### config.mk
export PLATFORM = sky130hd
export DESIGN_NAME = capture_compare
export DESIGN_NICKNAME = d
export VERILOG_FILES = /design/src/capture_compare_pkg.sv /design/src/capture_compare.sv /design/src/edge_qualifier.sv
export SDC_FILE = /design/constraint.sdc
export NUM_CORES = 1
export LEC_CHECK = 0
export BUFFER_PORTS_ARGS = -buffer_cell sky130_fd_sc_hd__buf_4
export CORE_MARGIN = 5
export CORE_UTILIZATION = 37
export CTS_CLUSTER_SIZE = 14
export DETAILED_ROUTE_END_ITERATION = 10
export GPL_TIMING_DRIVEN = 0
export PLACE_DENSITY = 0.63
export SLEW_MARGIN = 20
export SYNTH_ARGS = -nofsm -noshare
export SYNTH_HDL_FRONTEND = slang
export SYNTH_SLANG_ARGS = --single-unit
### constraint.sdc
create_clock -name clk -period 3.8 [get_ports clk]
set_clock_uncertainty 0.05 [all_clocks]
set_input_delay 0.38 -clock clk [delete_from_list [all_inputs] [get_ports clk]]
set_output_delay 0.38 -clock clk [all_outputs]
set_load 0.03 [all_outputs]
### src/capture_compare_pkg.sv
/*
 * Shared constants for the capture/compare unit: Wishbone register map,
 * control field layout, mode codes and reset values.
 * Assumes a 32-bit classic Wishbone slave with word-aligned registers.
 */
`default_nettype none
package capture_compare_pkg;
    localparam int ADDR_W = 8;
    localparam logic [7:0] OFF_CONTROL = 8'h00;
    localparam logic [7:0] OFF_CAPTURE_LOW = 8'h04;
    localparam logic [7:0] OFF_CAPTURE_HIGH = 8'h08;
    localparam logic [7:0] OFF_FLAGS = 8'h0C;
    localparam logic [7:0] OFF_IRQ_ENABLE = 8'h10;
    localparam logic [7:0] OFF_TIMER_LOW = 8'h14;
    localparam logic [7:0] OFF_TIMER_HIGH = 8'h18;
    localparam logic [7:0] OFF_PORT = 8'h1C;

    localparam int CTRL_MODE_LSB = 0;
    localparam int CTRL_MODE_MSB = 3;
    localparam int CTRL_DUTY_LSB = 4;
    localparam int CTRL_DUTY_MSB = 5;
    localparam int FLAG_EVENT_BIT = 2;
    localparam int PORT_DIR_BIT = 2;

    localparam logic [7:0] CONTROL_RESET = 8'h00;
    localparam logic [7:0] CONTROL_IMPL_MASK = 8'h3F;
    localparam logic [3:0] MODE_OFF = 4'h0;
    localparam logic [3:0] MODE_CAP_FALL = 4'h4;
    localparam logic [3:0] MODE_CAP_RISE = 4'h5;
    localparam logic [3:0] MODE_CAP_RISE4 = 4'h6;
    localparam logic [3:0] MODE_CAP_RISE16 = 4'h7;
    localparam logic [3:0] MODE_CMP_SET = 4'h8;
    localparam logic [3:0] MODE_CMP_CLEAR = 4'h9;
    localparam logic [3:0] MODE_CMP_SOFT = 4'hA;
    localparam logic [3:0] MODE_CMP_TRIG = 4'hB;
    localparam logic [3:0] PRESCALE_4_LAST = 4'h3;
    localparam logic [3:0] PRESCALE_16_LAST = 4'hF;
endpackage
`default_nettype wire

### src/capture_compare.sv
/*
 * Capture/compare unit with a classic Wishbone register slave: mode decode,
 * capture of the timer-one count, compare actions and the event flag.
 * Assumes timer-one count arrives synchronous to clk and the pin is async.
 */
// Functional notes
// - Control bits 7-6 read as zero
// - Control bits 5-4 hold duty low bits
// - Codes 4-7 select capture edge and prescale
// - Code 1010 sets flag, pin untouched
// - Code 1011 sets flag, resets timer
// - Capture copies full 16-bit timer count
// - Every capture sets event flag bit two
// - New capture overwrites old, no overrun
// - Port write as output may capture
// - Mode change may raise spurious flag
// - Prescaler cleared when off, non-capture, reset
// - Prescaler change keeps counter uncleared
// - Trigger clears timer, starts conversion, no overflow
`default_nettype none
module capture_compare
    import capture_compare_pkg::*;
(
    input wire logic clk,
    input wire logic srst,
    input wire logic ce,
    input wire logic wb_cyc_i,
    input wire logic wb_stb_i,
    input wire logic wb_we_i,
    input wire logic [capture_compare_pkg::ADDR_W-1:0] wb_adr_i,
    input wire logic [3:0] wb_sel_i,
    input wire logic [31:0] wb_dat_i,
    output logic [31:0] wb_dat_o,
    output logic wb_ack_o,
    input wire logic [15:0] timer_one_count,
    input wire logic converter_enabled,
    input wire logic unit_pin_i,
    output logic unit_pin_o,
    output logic unit_pin_oe_n,
    output logic timer_one_clear,
    output logic conversion_start,
    output logic capture_event_irq
);
    logic [5:0] control_r;
    logic [15:0] capture_register_pair;
    logic capture_event_flag;
    logic capture_event_irq_enable;
    logic port_c_direction;
    logic port_data_r;
    logic compare_latch_r;
    logic cap_event;
    logic pin_level;
    logic [3:0] unit_mode_field;
    logic is_compare;
    logic match;
    logic match_last_r;
    logic match_rise;
    logic wr;
    logic rd;
    logic req;
    logic [31:0] rd_data;

    function automatic logic sel_hits(input logic [ADDR_W-1:0] adr, input logic [7:0] off);
        sel_hits = (adr[ADDR_W-1:2] == off[ADDR_W-1:2]);
    endfunction

    assign unit_mode_field = control_r[CTRL_MODE_MSB:CTRL_MODE_LSB];
    assign is_compare = (unit_mode_field[3:2] == 2'b10);
    assign req = wb_cyc_i & wb_stb_i & ~wb_ack_o;
    assign wr = req & wb_we_i & wb_sel_i[0] & ce;
    assign rd = req & ~wb_we_i;
    assign match = is_compare && (timer_one_count == capture_register_pair);
    assign match_rise = match & ~match_last_r;
    // When the pin is driven, the edge detector sees the driven level
    assign pin_level = port_c_direction ? unit_pin_i : unit_pin_o;

    edge_qualifier u_edge (
        .clk(clk),
        .srst(srst),
        .ce(ce),
        .pin_async(pin_level),
        .mode(unit_mode_field),
        .event_pulse(cap_event)
    );

    // Bus answer takes one cycle; ack drops the cycle after
    always_ff @(posedge clk)
    begin
        if (srst)
        begin
            wb_ack_o <= 1'b0;
            wb_dat_o <= 32'h0000_0000;
        end
        else if (ce)
        begin
            wb_ack_o <= req;
            wb_dat_o <= rd ? rd_data : 32'h0000_0000;
        end
    end

    always_comb
    begin
        rd_data = 32'h0000_0000;
        if (sel_hits(wb_adr_i, OFF_CONTROL))
            rd_data = {24'h00_0000, 2'b00, control_r};
        else if (sel_hits(wb_adr_i, OFF_CAPTURE_LOW))
            rd_data = {24'h00_0000, capture_register_pair[7:0]};
        else if (sel_hits(wb_adr_i, OFF_CAPTURE_HIGH))
            rd_data = {24'h00_0000, capture_register_pair[15:8]};
        else if (sel_hits(wb_adr_i, OFF_FLAGS))
            rd_data = {29'h0000_0000, capture_event_flag, 2'b00};
        else if (sel_hits(wb_adr_i, OFF_IRQ_ENABLE))
            rd_data = {29'h0000_0000, capture_event_irq_enable, 2'b00};
        else if (sel_hits(wb_adr_i, OFF_TIMER_LOW))
            rd_data = {24'h00_0000, timer_one_count[7:0]};
        else if (sel_hits(wb_adr_i, OFF_TIMER_HIGH))
            rd_data = {24'h00_0000, timer_one_count[15:8]};
        else if (sel_hits(wb_adr_i, OFF_PORT))
            rd_data = {29'h0000_0000, port_c_direction, 1'b0, port_data_r};
    end

    always_ff @(posedge clk)
    begin
        if (srst)
            control_r <= CONTROL_RESET[5:0];
        else if (wr && sel_hits(wb_adr_i, OFF_CONTROL))
            control_r <= wb_dat_i[5:0] & CONTROL_IMPL_MASK[5:0];
    end

    always_ff @(posedge clk)
    begin
        if (srst)
        begin
            capture_event_irq_enable <= 1'b0;
            port_c_direction <= 1'b1;
            port_data_r <= 1'b0;
        end
        else if (wr)
        begin
            if (sel_hits(wb_adr_i, OFF_IRQ_ENABLE))
                capture_event_irq_enable <= wb_dat_i[FLAG_EVENT_BIT];
            if (sel_hits(wb_adr_i, OFF_PORT))
            begin
                port_c_direction <= wb_dat_i[PORT_DIR_BIT];
                port_data_r <= wb_dat_i[0];
            end
        end
    end

    // Capture register pair: written by capture, or by software in any mode; capture wins
    always_ff @(posedge clk)
    begin
        if (srst)
            capture_register_pair <= 16'h0000;
        else if (ce && cap_event)
            capture_register_pair <= timer_one_count;
        else if (wr && sel_hits(wb_adr_i, OFF_CAPTURE_LOW))
            capture_register_pair[7:0] <= wb_dat_i[7:0];
        else if (wr && sel_hits(wb_adr_i, OFF_CAPTURE_HIGH))
            capture_register_pair[15:8] <= wb_dat_i[7:0];
    end

    always_ff @(posedge clk)
    begin
        if (srst)
            match_last_r <= 1'b0;
        else if (ce)
            match_last_r <= match;
    end

    // Flag set wins over a software clear in the same cycle; a mode change may
    // itself create a capture edge, which is the documented spurious flag
    always_ff @(posedge clk)
    begin
        if (srst)
            capture_event_flag <= 1'b0;
        else if (ce && (cap_event || match_rise))
            capture_event_flag <= 1'b1;
        else if (wr && sel_hits(wb_adr_i, OFF_FLAGS))
            capture_event_flag <= wb_dat_i[FLAG_EVENT_BIT];
    end

    always_ff @(posedge clk)
    begin
        if (srst || unit_mode_field == MODE_OFF)
            compare_latch_r <= 1'b0;
        else if (ce && match_rise)
        begin
            if (unit_mode_field == MODE_CMP_SET)
                compare_latch_r <= 1'b1;
            else if (unit_mode_field == MODE_CMP_CLEAR)
                compare_latch_r <= 1'b0;
        end
    end

    always_ff @(posedge clk)
    begin
        if (srst)
        begin
            unit_pin_o <= 1'b0;
            unit_pin_oe_n <= 1'b1;
        end
        else if (ce)
        begin
            unit_pin_oe_n <= port_c_direction;
            if (unit_mode_field == MODE_CMP_SET || unit_mode_field == MODE_CMP_CLEAR)
                unit_pin_o <= compare_latch_r;
            else
                unit_pin_o <= port_data_r;
        end
    end

    // Trigger pulse never touches any overflow flag; clears the count and, if the converter is enabled, starts a conversion
    always_ff @(posedge clk)
    begin
        if (srst)
        begin
            timer_one_clear <= 1'b0;
            conversion_start <= 1'b0;
        end
        else
        begin
            timer_one_clear <= ce && match_rise && unit_mode_field == MODE_CMP_TRIG;
            conversion_start <= ce && match_rise && unit_mode_field == MODE_CMP_TRIG && converter_enabled;
        end
    end

    always_ff @(posedge clk)
    begin
        if (srst)
            capture_event_irq <= 1'b0;
        else if (ce)
            capture_event_irq <= capture_event_flag & capture_event_irq_enable;
    end
endmodule
`default_nettype wire

### src/edge_qualifier.sv
/*
 * Pin synchroniser and capture edge qualifier with prescaler counter.
 * Assumes the pin is asynchronous to clk; mode code comes from clk domain.
 */
`default_nettype none
module edge_qualifier
    import capture_compare_pkg::*;
(
    input wire logic clk,
    input wire logic srst,
    input wire logic ce,
    input wire logic pin_async,
    input wire logic [3:0] mode,
    output logic event_pulse
);
    logic sync1_r;
    logic sync2_r;
    logic last_r;
    logic [3:0] presc_r;
    logic is_capture;
    logic rise;
    logic fall;

    assign is_capture = (mode[3:2] == 2'b01);
    assign rise = sync2_r & ~last_r;
    assign fall = ~sync2_r & last_r;

    always_ff @(posedge clk)
    begin
        if (srst)
        begin
            sync1_r <= 1'b0;
            sync2_r <= 1'b0;
            last_r <= 1'b0;
        end
        else if (ce)
        begin
            sync1_r <= pin_async;
            sync2_r <= sync1_r;
            last_r <= sync2_r;
        end
    end

    // Counter is kept across prescaler changes, so an early capture can follow one
    always_ff @(posedge clk)
    begin
        if (srst || !is_capture)
        begin
            presc_r <= 4'h0;
        end
        else if (ce && rise && (mode == MODE_CAP_RISE4 || mode == MODE_CAP_RISE16))
        begin
            presc_r <= presc_r + 4'h1;
        end
    end

    always_ff @(posedge clk)
    begin
        if (srst)
        begin
            event_pulse <= 1'b0;
        end
        else if (ce)
        begin
            case (mode)
                MODE_CAP_FALL: event_pulse <= fall;
                MODE_CAP_RISE: event_pulse <= rise;
                MODE_CAP_RISE4: event_pulse <= rise && presc_r[1:0] == PRESCALE_4_LAST[1:0];
                MODE_CAP_RISE16: event_pulse <= rise && presc_r == PRESCALE_16_LAST;
                default: event_pulse <= 1'b0;
            endcase
        end
        else
        begin
            event_pulse <= 1'b0;
        end
    end
endmodule
`default_nettype wire

==> metrics.cfg, run 1 <==
[critical_path]
cpPeakStageDelay_ns = 0.54
crit_chain = and2b_1, o2111ai_1, nor4_2, nand4b_1, nor4b_1
cp.required_ns = 3.96
endpoint_kind = register
worst_ep_arrival_time_ns = 2.07
worstSetupPathType = register to register
setup.worst_path.start_class = register
crit_fanout = 8
critPathTopFamily = simple AND/OR/NAND/NOR gates
critPathBufInv = 0
slowest_stage = dfxtp_1

[die]
start_util = 0.373
core_area_um2 = 7610
fp-row-count = 32
io_pins = 106
dieArea_um2 = 9520
die_y_um = 97.6
die_w_um = 97.6

[global_routing]
grt_pass1_wl_um = 13400
grt_pass1_vias = 2559
track_usage = 0.172
grt_max_degree = 16
grt_overflow_total = 0
antenna_found_initial = 0

[sta]
fin_tns_setup_ns = 0
hold_ws_ns = 0.283
final.period_utilization = 0.503
setup_viol = 0
relSlewSlack = 0.586
drv_slew = 0
hold_viol = 0
rsz0062_at_grt = false
clock.fmax_ghz = 0.523
tightest_slew_ns = 0.622
min_period_ns = 1.91
layout_setup_ws_ns = 1.89

[detailed_routing]
routed_wl_um = 8170
vias_per_cell = 5.09
firstDrtPassIters = 4
wire_per_inst_um = 16.0
drt_first_iter_violations = 130
antenna_left = 0
vias = 2592
route.detailed.drc = 0

[clock_tree]
path_clk_slew_ns = 0.10
clockRootBuffer = clkbuf_8
cts_tree = done
clkSinkCount = 50
cts_setup_buffers = 0
hold_buffers = 0
numCtsBuffers = 5
cts_resized = 0
clk_latency_ns = 0.30
htree_levels = 2
cts_buffer_depth = 2

[power_and_ir_drop]
p_per_area_nw_per_um2 = 305
p_leak_nw = 1.42
peakVddDrop_v = 0.000175

[yosys]
synth-edff-count = 0
synth.largest_area_cell = dfxtp_1
netlist_area_um2 = 2840
yosysSeqAreaShare = 0.353
syn_inst = 325
yosysUniqueCellTypes = 52
ys_ff_latch = 50
ys_warn_count = 0
syn_area_per_cell_um2 = 8.74
async_flop_share = 0
synth_flop_cell = dfxtp_1
synthTopCellsByArea = dfxtp_1 (35%), mux2i_1 (12%), buf_4 (6.3%), nor2_1 (5.8%), a211oi_1 (5.0%)
synth_top_area_frac = 0.353

[layout]
final_area_um2 = 3550
nets = 475
antennaDiodeCount = 0
layout-drive-gt1-share = 0.233
fin_util = 0.466
area_growth_pct = 24.9

[job]
maxCapViolations = 0

[placed_design]
pre_cts_slack_ns = 1.83
port_buffers = 51
dp_hpwl_um = 6330
placed_area_um2 = 3440
gp_congestion = 0.904

[hold_path]
hp-class = input pin to register

[status]
status = finished, final reports clean

cell usage in the layout (no fill, tap or decap), types with 2 or more instances in the layout:
cell type,Yosys,final
nand4b_1,2,2
inv_1,11,11
xnor2_1,6,6
a221o_1,4,4
a31oi_1,2,2
o221ai_1,4,4
nor2b_1,3,3
buf_2,2,2
xor2_1,7,7
buf_1,5,5
a211o_1,2,2
nor2_1,44,44
a211oi_1,19,19
conb_1,1,24
a311oi_1,2,2
a21oi_1,11,11
o22ai_1,5,5
o21ai_0,12,12
and4b_1,2,2
mux2i_1,33,33
nor2_8,2,2
nand2b_1,6,6
nand3_1,5,5
nor3_1,5,5
buf_4,24,75
nand2_1,20,20
nor4_1,2,2
a22oi_1,2,2
nand4_1,3,3
clkbuf_1,7,8
dfxtp_1,50,50
a22o_1,2,2
clkbuf_8,0,5
report_power, final:
group	leakage (nW)	total (mW)	internal, mW	switching [mW]
registers	0.403	0.529	0.527	0.00195
clock network	0.0514	0.379	0.197	0.182
logic	0.966	0.175	0.0692	0.106
total	1.42	1.08	0.793	0.290
worst register-to-register path: cells and delay by family (launching register included):
family             cells  cell delay (ns)
and+or+nand+nor        4             1.09
AOI/OAI and AO/OA      1             0.12
DFF                    1             0.54
layout make-up:
class                           count  area, µm²
Buffer                             38        235
Clock buffer                        6       72.6
Clock inverter                      2       37.5
Fill cell                         755       4060
Inverter                           11       41.3
Multi-Input combinational cell    249       1650
Sequential cell                    50       1000
Tap cell                          102        128
Timing Repair Buffer               51        383
sequential cells by signal (all words and copies together), names as in the netlist, 4 cells and up:
register	flops
wb_dat_o	8
u_edge.presc_r	4
control_r	6
capture_register_pair	16
routing by layer:
metal,share of wire,wire length (µm),track usage
met2,0.46,3790,0.282
met5,0,0,0
met4,0.0077,63,0.0415
met3,0.068,554,0.0287
met1,0.46,3760,0.236
Yosys cell counts (3+ instances only):
master and number:
o22ai_1 5, inv_1 11, nand2_1 20, nor2b_1 3, o221ai_1 4, a221o_1 4, buf_4 24, buf_1 5
mux2i_1 33, a21oi_1 11, nand4_1 3, nand3_1 5, clkbuf_1 7, xnor2_1 6, a211oi_1 19, nor2_1 44
xor2_1 7, dfxtp_1 50, o21ai_0 12, nand2b_1 6, nor3_1 5
stage by stage:
step,power [mW],std cells
after floorplan,0.646,348
after global placement,0.712,501
after detailed placement,0.713,501
after CTS,1.09,509
after global routing,1.13,509
final,1.08,509
path summary, 6_finish.rpt:
path / from / to / slack (ns) / depth (start not counted)
max: control_r[3] / conversion_start / 1.89 / 5
min: wb_dat_i[4] / control_r[4] / 0.28 / 3
max reg2reg: control_r[3] / conversion_start / 1.89 / 5
min reg2reg: wb_dat_o[4] / wb_dat_o[4] / 0.42 / 2
cells by family after synthesis:
logic type | synth area share
AOI/OAI and AO/OA | 0.175
xor gates and xnor gates | 0.0401
adders and majority gates | 0.00441
buffers and inverters | 0.0974
DFF | 0.353
muxes | 0.128
other | 0.00132
and+or+nand+nor | 0.201
No activity file was read; power rests on OpenSTA's default activity.
==> run 2, diff against run 1 <==
- ABC_AREA: default -> 1
- PLACE_DENSITY: 0.63 -> 0.62
- clock period: 3.8 -> 1.88 ns (I/O delays scaled with it)
==> run 2 against run 1 <==
Against the previous run:
- maximum frequency rose by 11%
- register-to-register slack got worse by 1.7 ns
- sequential power rose by 100%
- largest power group unchanged
- combinational power rose by 100%
==> metrics.cfg, run 2 <==
[detailed_routing]
vias_per_cell = 4.88  ; -4.2%
routed_wl_um = 9570  ; +17%
firstDrtPassIters = 5  ; +1
antenna_left = 0  ; unchanged
wire_per_inst_um = 14.5  ; -9.9%
drt_first_iter_violations = 210  ; +62%
route.detailed.drc = 0  ; unchanged
vias = 3230  ; +25%

[yosys]
synth_most_common_cell = nand2_1
synthTopCellsByArea = dfxtp_1 (32%), nand2_1 (12%), a21oi_1 (8.7%), inv_1 (7.5%), nor2_1 (7.0%)
syn_inst = 475  ; +46%
synth_flop_cell = dfxtp_1
ys_warn_count = 0  ; unchanged
synth.largest_area_cell = dfxtp_1
syn_area_per_cell_um2 = 6.53  ; -25%
synth_common_cells = nand2_1 (100), inv_1 (62), nor2_1 (58)
ys_ff_latch = 50  ; unchanged
netlist_area_um2 = 3100  ; +9.3%
synth-edff-count = 0  ; unchanged
yosysUniqueCellTypes = 38  ; -27%
async_flop_share = 0  ; unchanged
yosysSeqAreaShare = 0.323  ; -0.0299
synth_top_area_frac = 0.323  ; -0.0299

[sta]
tightest_slew_ns = 0.636  ; +0.0145 ns
clock.fmax_ghz = 0.580  ; +11%
setup_viol = 0  ; unchanged
hold_ws_ns = 0.0461  ; -0.237 ns
min_period_ns = 1.73  ; -0.186 ns
fin_tns_setup_ns = 0  ; unchanged
relSlewSlack = 0.576  ; -0.00968
final.period_utilization = 0.918  ; +0.415
rsz0062_at_grt = false
drv_slew = 0  ; unchanged
hold_viol = 0  ; unchanged

[die]
core_area_um2 = 8180  ; +7.5%
die_y_um = 102  ; +4.1%
fp-row-count = 33  ; +3.1%
die_w_um = 102  ; +4.1%
dieArea_um2 = 10300  ; +8.3%
io_pins = 106  ; unchanged
start_util = 0.379  ; +0.00621

[layout]
layout-drive-gt1-share = 0.203  ; -0.0305
mostFrequentLayoutCells = nand2_1 (100), buf_4 (78), inv_1 (62)
nets = 625  ; +32%
reg_top3 = capture_register_pair (16), wb_dat_o (8), control_r (6)
top_register = capture_register_pair
final_common_cell = nand2_1
antennaDiodeCount = 0  ; unchanged
area_growth_pct = 23.1
largest_reg_flops = 16  ; unchanged

[clock_tree]
cts_setup_buffers = 0  ; unchanged
clockRootBuffer = clkbuf_8
path_clk_slew_ns = 0.10  ; about the same
clk_latency_ns = 0.32  ; +0.02 ns
hold_buffers = 0  ; unchanged
numCtsBuffers = 5  ; unchanged
clkSinkCount = 50  ; unchanged
cts_buffer_depth = 2  ; unchanged
cts_resized = 0  ; unchanged
htree_levels = 2  ; unchanged
cts_tree = done

[critical_path]
crit_fanout = 9  ; +1
crit_chain = nand2_1, inv_1, a21oi_4, inv_2, o21ai_1, a21oi_1
timing.rr.start = u_edge.event_pulse
cp.required_ns = 2.01  ; -1.95 ns
endpoint_kind = register
slowest_stage = a21oi_4
critPathTopFamily = compound AO/OA/AOI/OAI gates
critPathBufInv = 2  ; +2
setup.worst_path.start_class = register
worst_ep_arrival_time_ns = 1.86  ; -0.21 ns
cpPeakStageDelay_ns = 0.34  ; -0.20 ns
worstSetupPathType = register to register
critPathLaunch = u_edge.event_pulse

[power_and_ir_drop]
pwr-share-seq = 0.479  ; -0.009
peakVddDrop_v = 0.000341  ; +95%
combPwrFrac = 0.156  ; -0.005
p_per_area_nw_per_um2 = 586  ; +92%
internal_power_mw = 1.60  ; +100%
switching_power_uw = 635  ; +120%
clkPwrFrac = 0.365  ; +0.015
p_leak_nw = 1.75  ; +23%
sw_frac_of_total = 0.283  ; +0.0157

[global_routing]
antenna_found_initial = 0  ; unchanged
grt_overflow_total = 0  ; unchanged
track_usage = 0.184  ; +0.0123
grt_pass1_wl_um = 15000  ; +12%
grt_max_degree = 18  ; +2
grt_pass1_vias = 3078  ; +20%

[placed_design]
port_buffers = 51  ; unchanged
gp_congestion = 0.916  ; +1.4%
dp_hpwl_um = 7450  ; +18%

[hold_path]
worstHoldStart = converter_enabled
hp-class = input pin to register

[status]
status = finished, final reports clean

[job]
maxCapViolations = 0  ; unchanged

run 2: cell count changes after synthesis, moves of 8 or more:
cell	change
a21oi_1	+43
inv_1	+51
nand2_1	+80
a211oi_1	-19
nor2_1	+14
o21ai_1	+11
inv_2	+8
mux2i_1	-32
o21ai_0	+13
run 2: cells by family after synthesis:
kind of cell               count (synthesis)  share of synthesized area
AOI/OAI and AO/OA                        109                      0.198
xor gates and xnor gates                   5                     0.0141
adders and majority gates                  1                    0.00403
buffers and inverters                    106                      0.162
DFF                                       50                      0.323
muxes                                      1                    0.00323
other                                      1                    0.00121
and+or+nand+nor                          202                      0.294
run 2: path summary, 6_finish.rpt:
kind	depth (start not counted)	slack (ns)	to
min reg2reg	2	0.42	wb_dat_o[1]
max reg2reg	6	0.15	capture_register_pair[7]
min	3	0.05	conversion_start
max	6	0.15	capture_register_pair[7]
run 2: worst reg2reg max path, delay by kind of cell (launching register included):
kind,cells,cell delay [ns]
buffers and inverters,2,0.38
flip-flops,1,0.31
AO/OA/AOI/OAI,3,0.55
AND/OR/NAND/NOR,1,0.31
run 2: area by class of cell:
| class | instances | area (µm²) |
|---|---|---|
| Fill cell | 876 | 4360 |
| Multi-Input combinational cell | 342 | 1690 |
| Sequential cell | 50 | 1000 |
| Timing Repair Buffer | 51 | 383 |
| Inverter | 70 | 263 |
| Buffer | 36 | 239 |
| Tap cell | 105 | 131 |
| Clock buffer | 5 | 68.8 |
| Clock inverter | 3 | 47.5 |
run 2: per-layer routing:
layer  part of all wire  vias up  GRT usage
met5                  0        -          0
met4              0.020        0     0.0613
met3              0.069       15     0.0241
met2               0.46      126      0.304
met1               0.45     1447      0.248
li1                   -     1642          -
run 2: per-stage QoR:
stage / std cells / instance area (µm²) / utilization / power, mW / setup WS [ns]
floorplan: 498 / 3190 / - / 1.32 / 0.399
global placement: 654 / 3700 / 0.453 / 1.44 / 0.186
detailed placement: 654 / 3700 / 0.453 / 1.44 / 0.155
CTS: 662 / 3820 / 0.467 / 2.25 / 0.168
global route: 662 / 3820 / 0.467 / 2.31 / 0.0540
finish: 662 / 3820 / 0.467 / 2.24 / 0.155
run 2: power groups by stage:
| stage | Clock [mW] | Sequential, mW | Combinational, mW |
|---|---|---|---|
| global route | 0.858 | 1.07 | 0.382 |
| detailed placement | 0 | 1.10 | 0.346 |
| floorplan | 0 | 1.10 | 0.216 |
| global placement | 0 | 1.10 | 0.346 |
| finish | 0.816 | 1.07 | 0.350 |
| CTS | 0.830 | 1.07 | 0.347 |
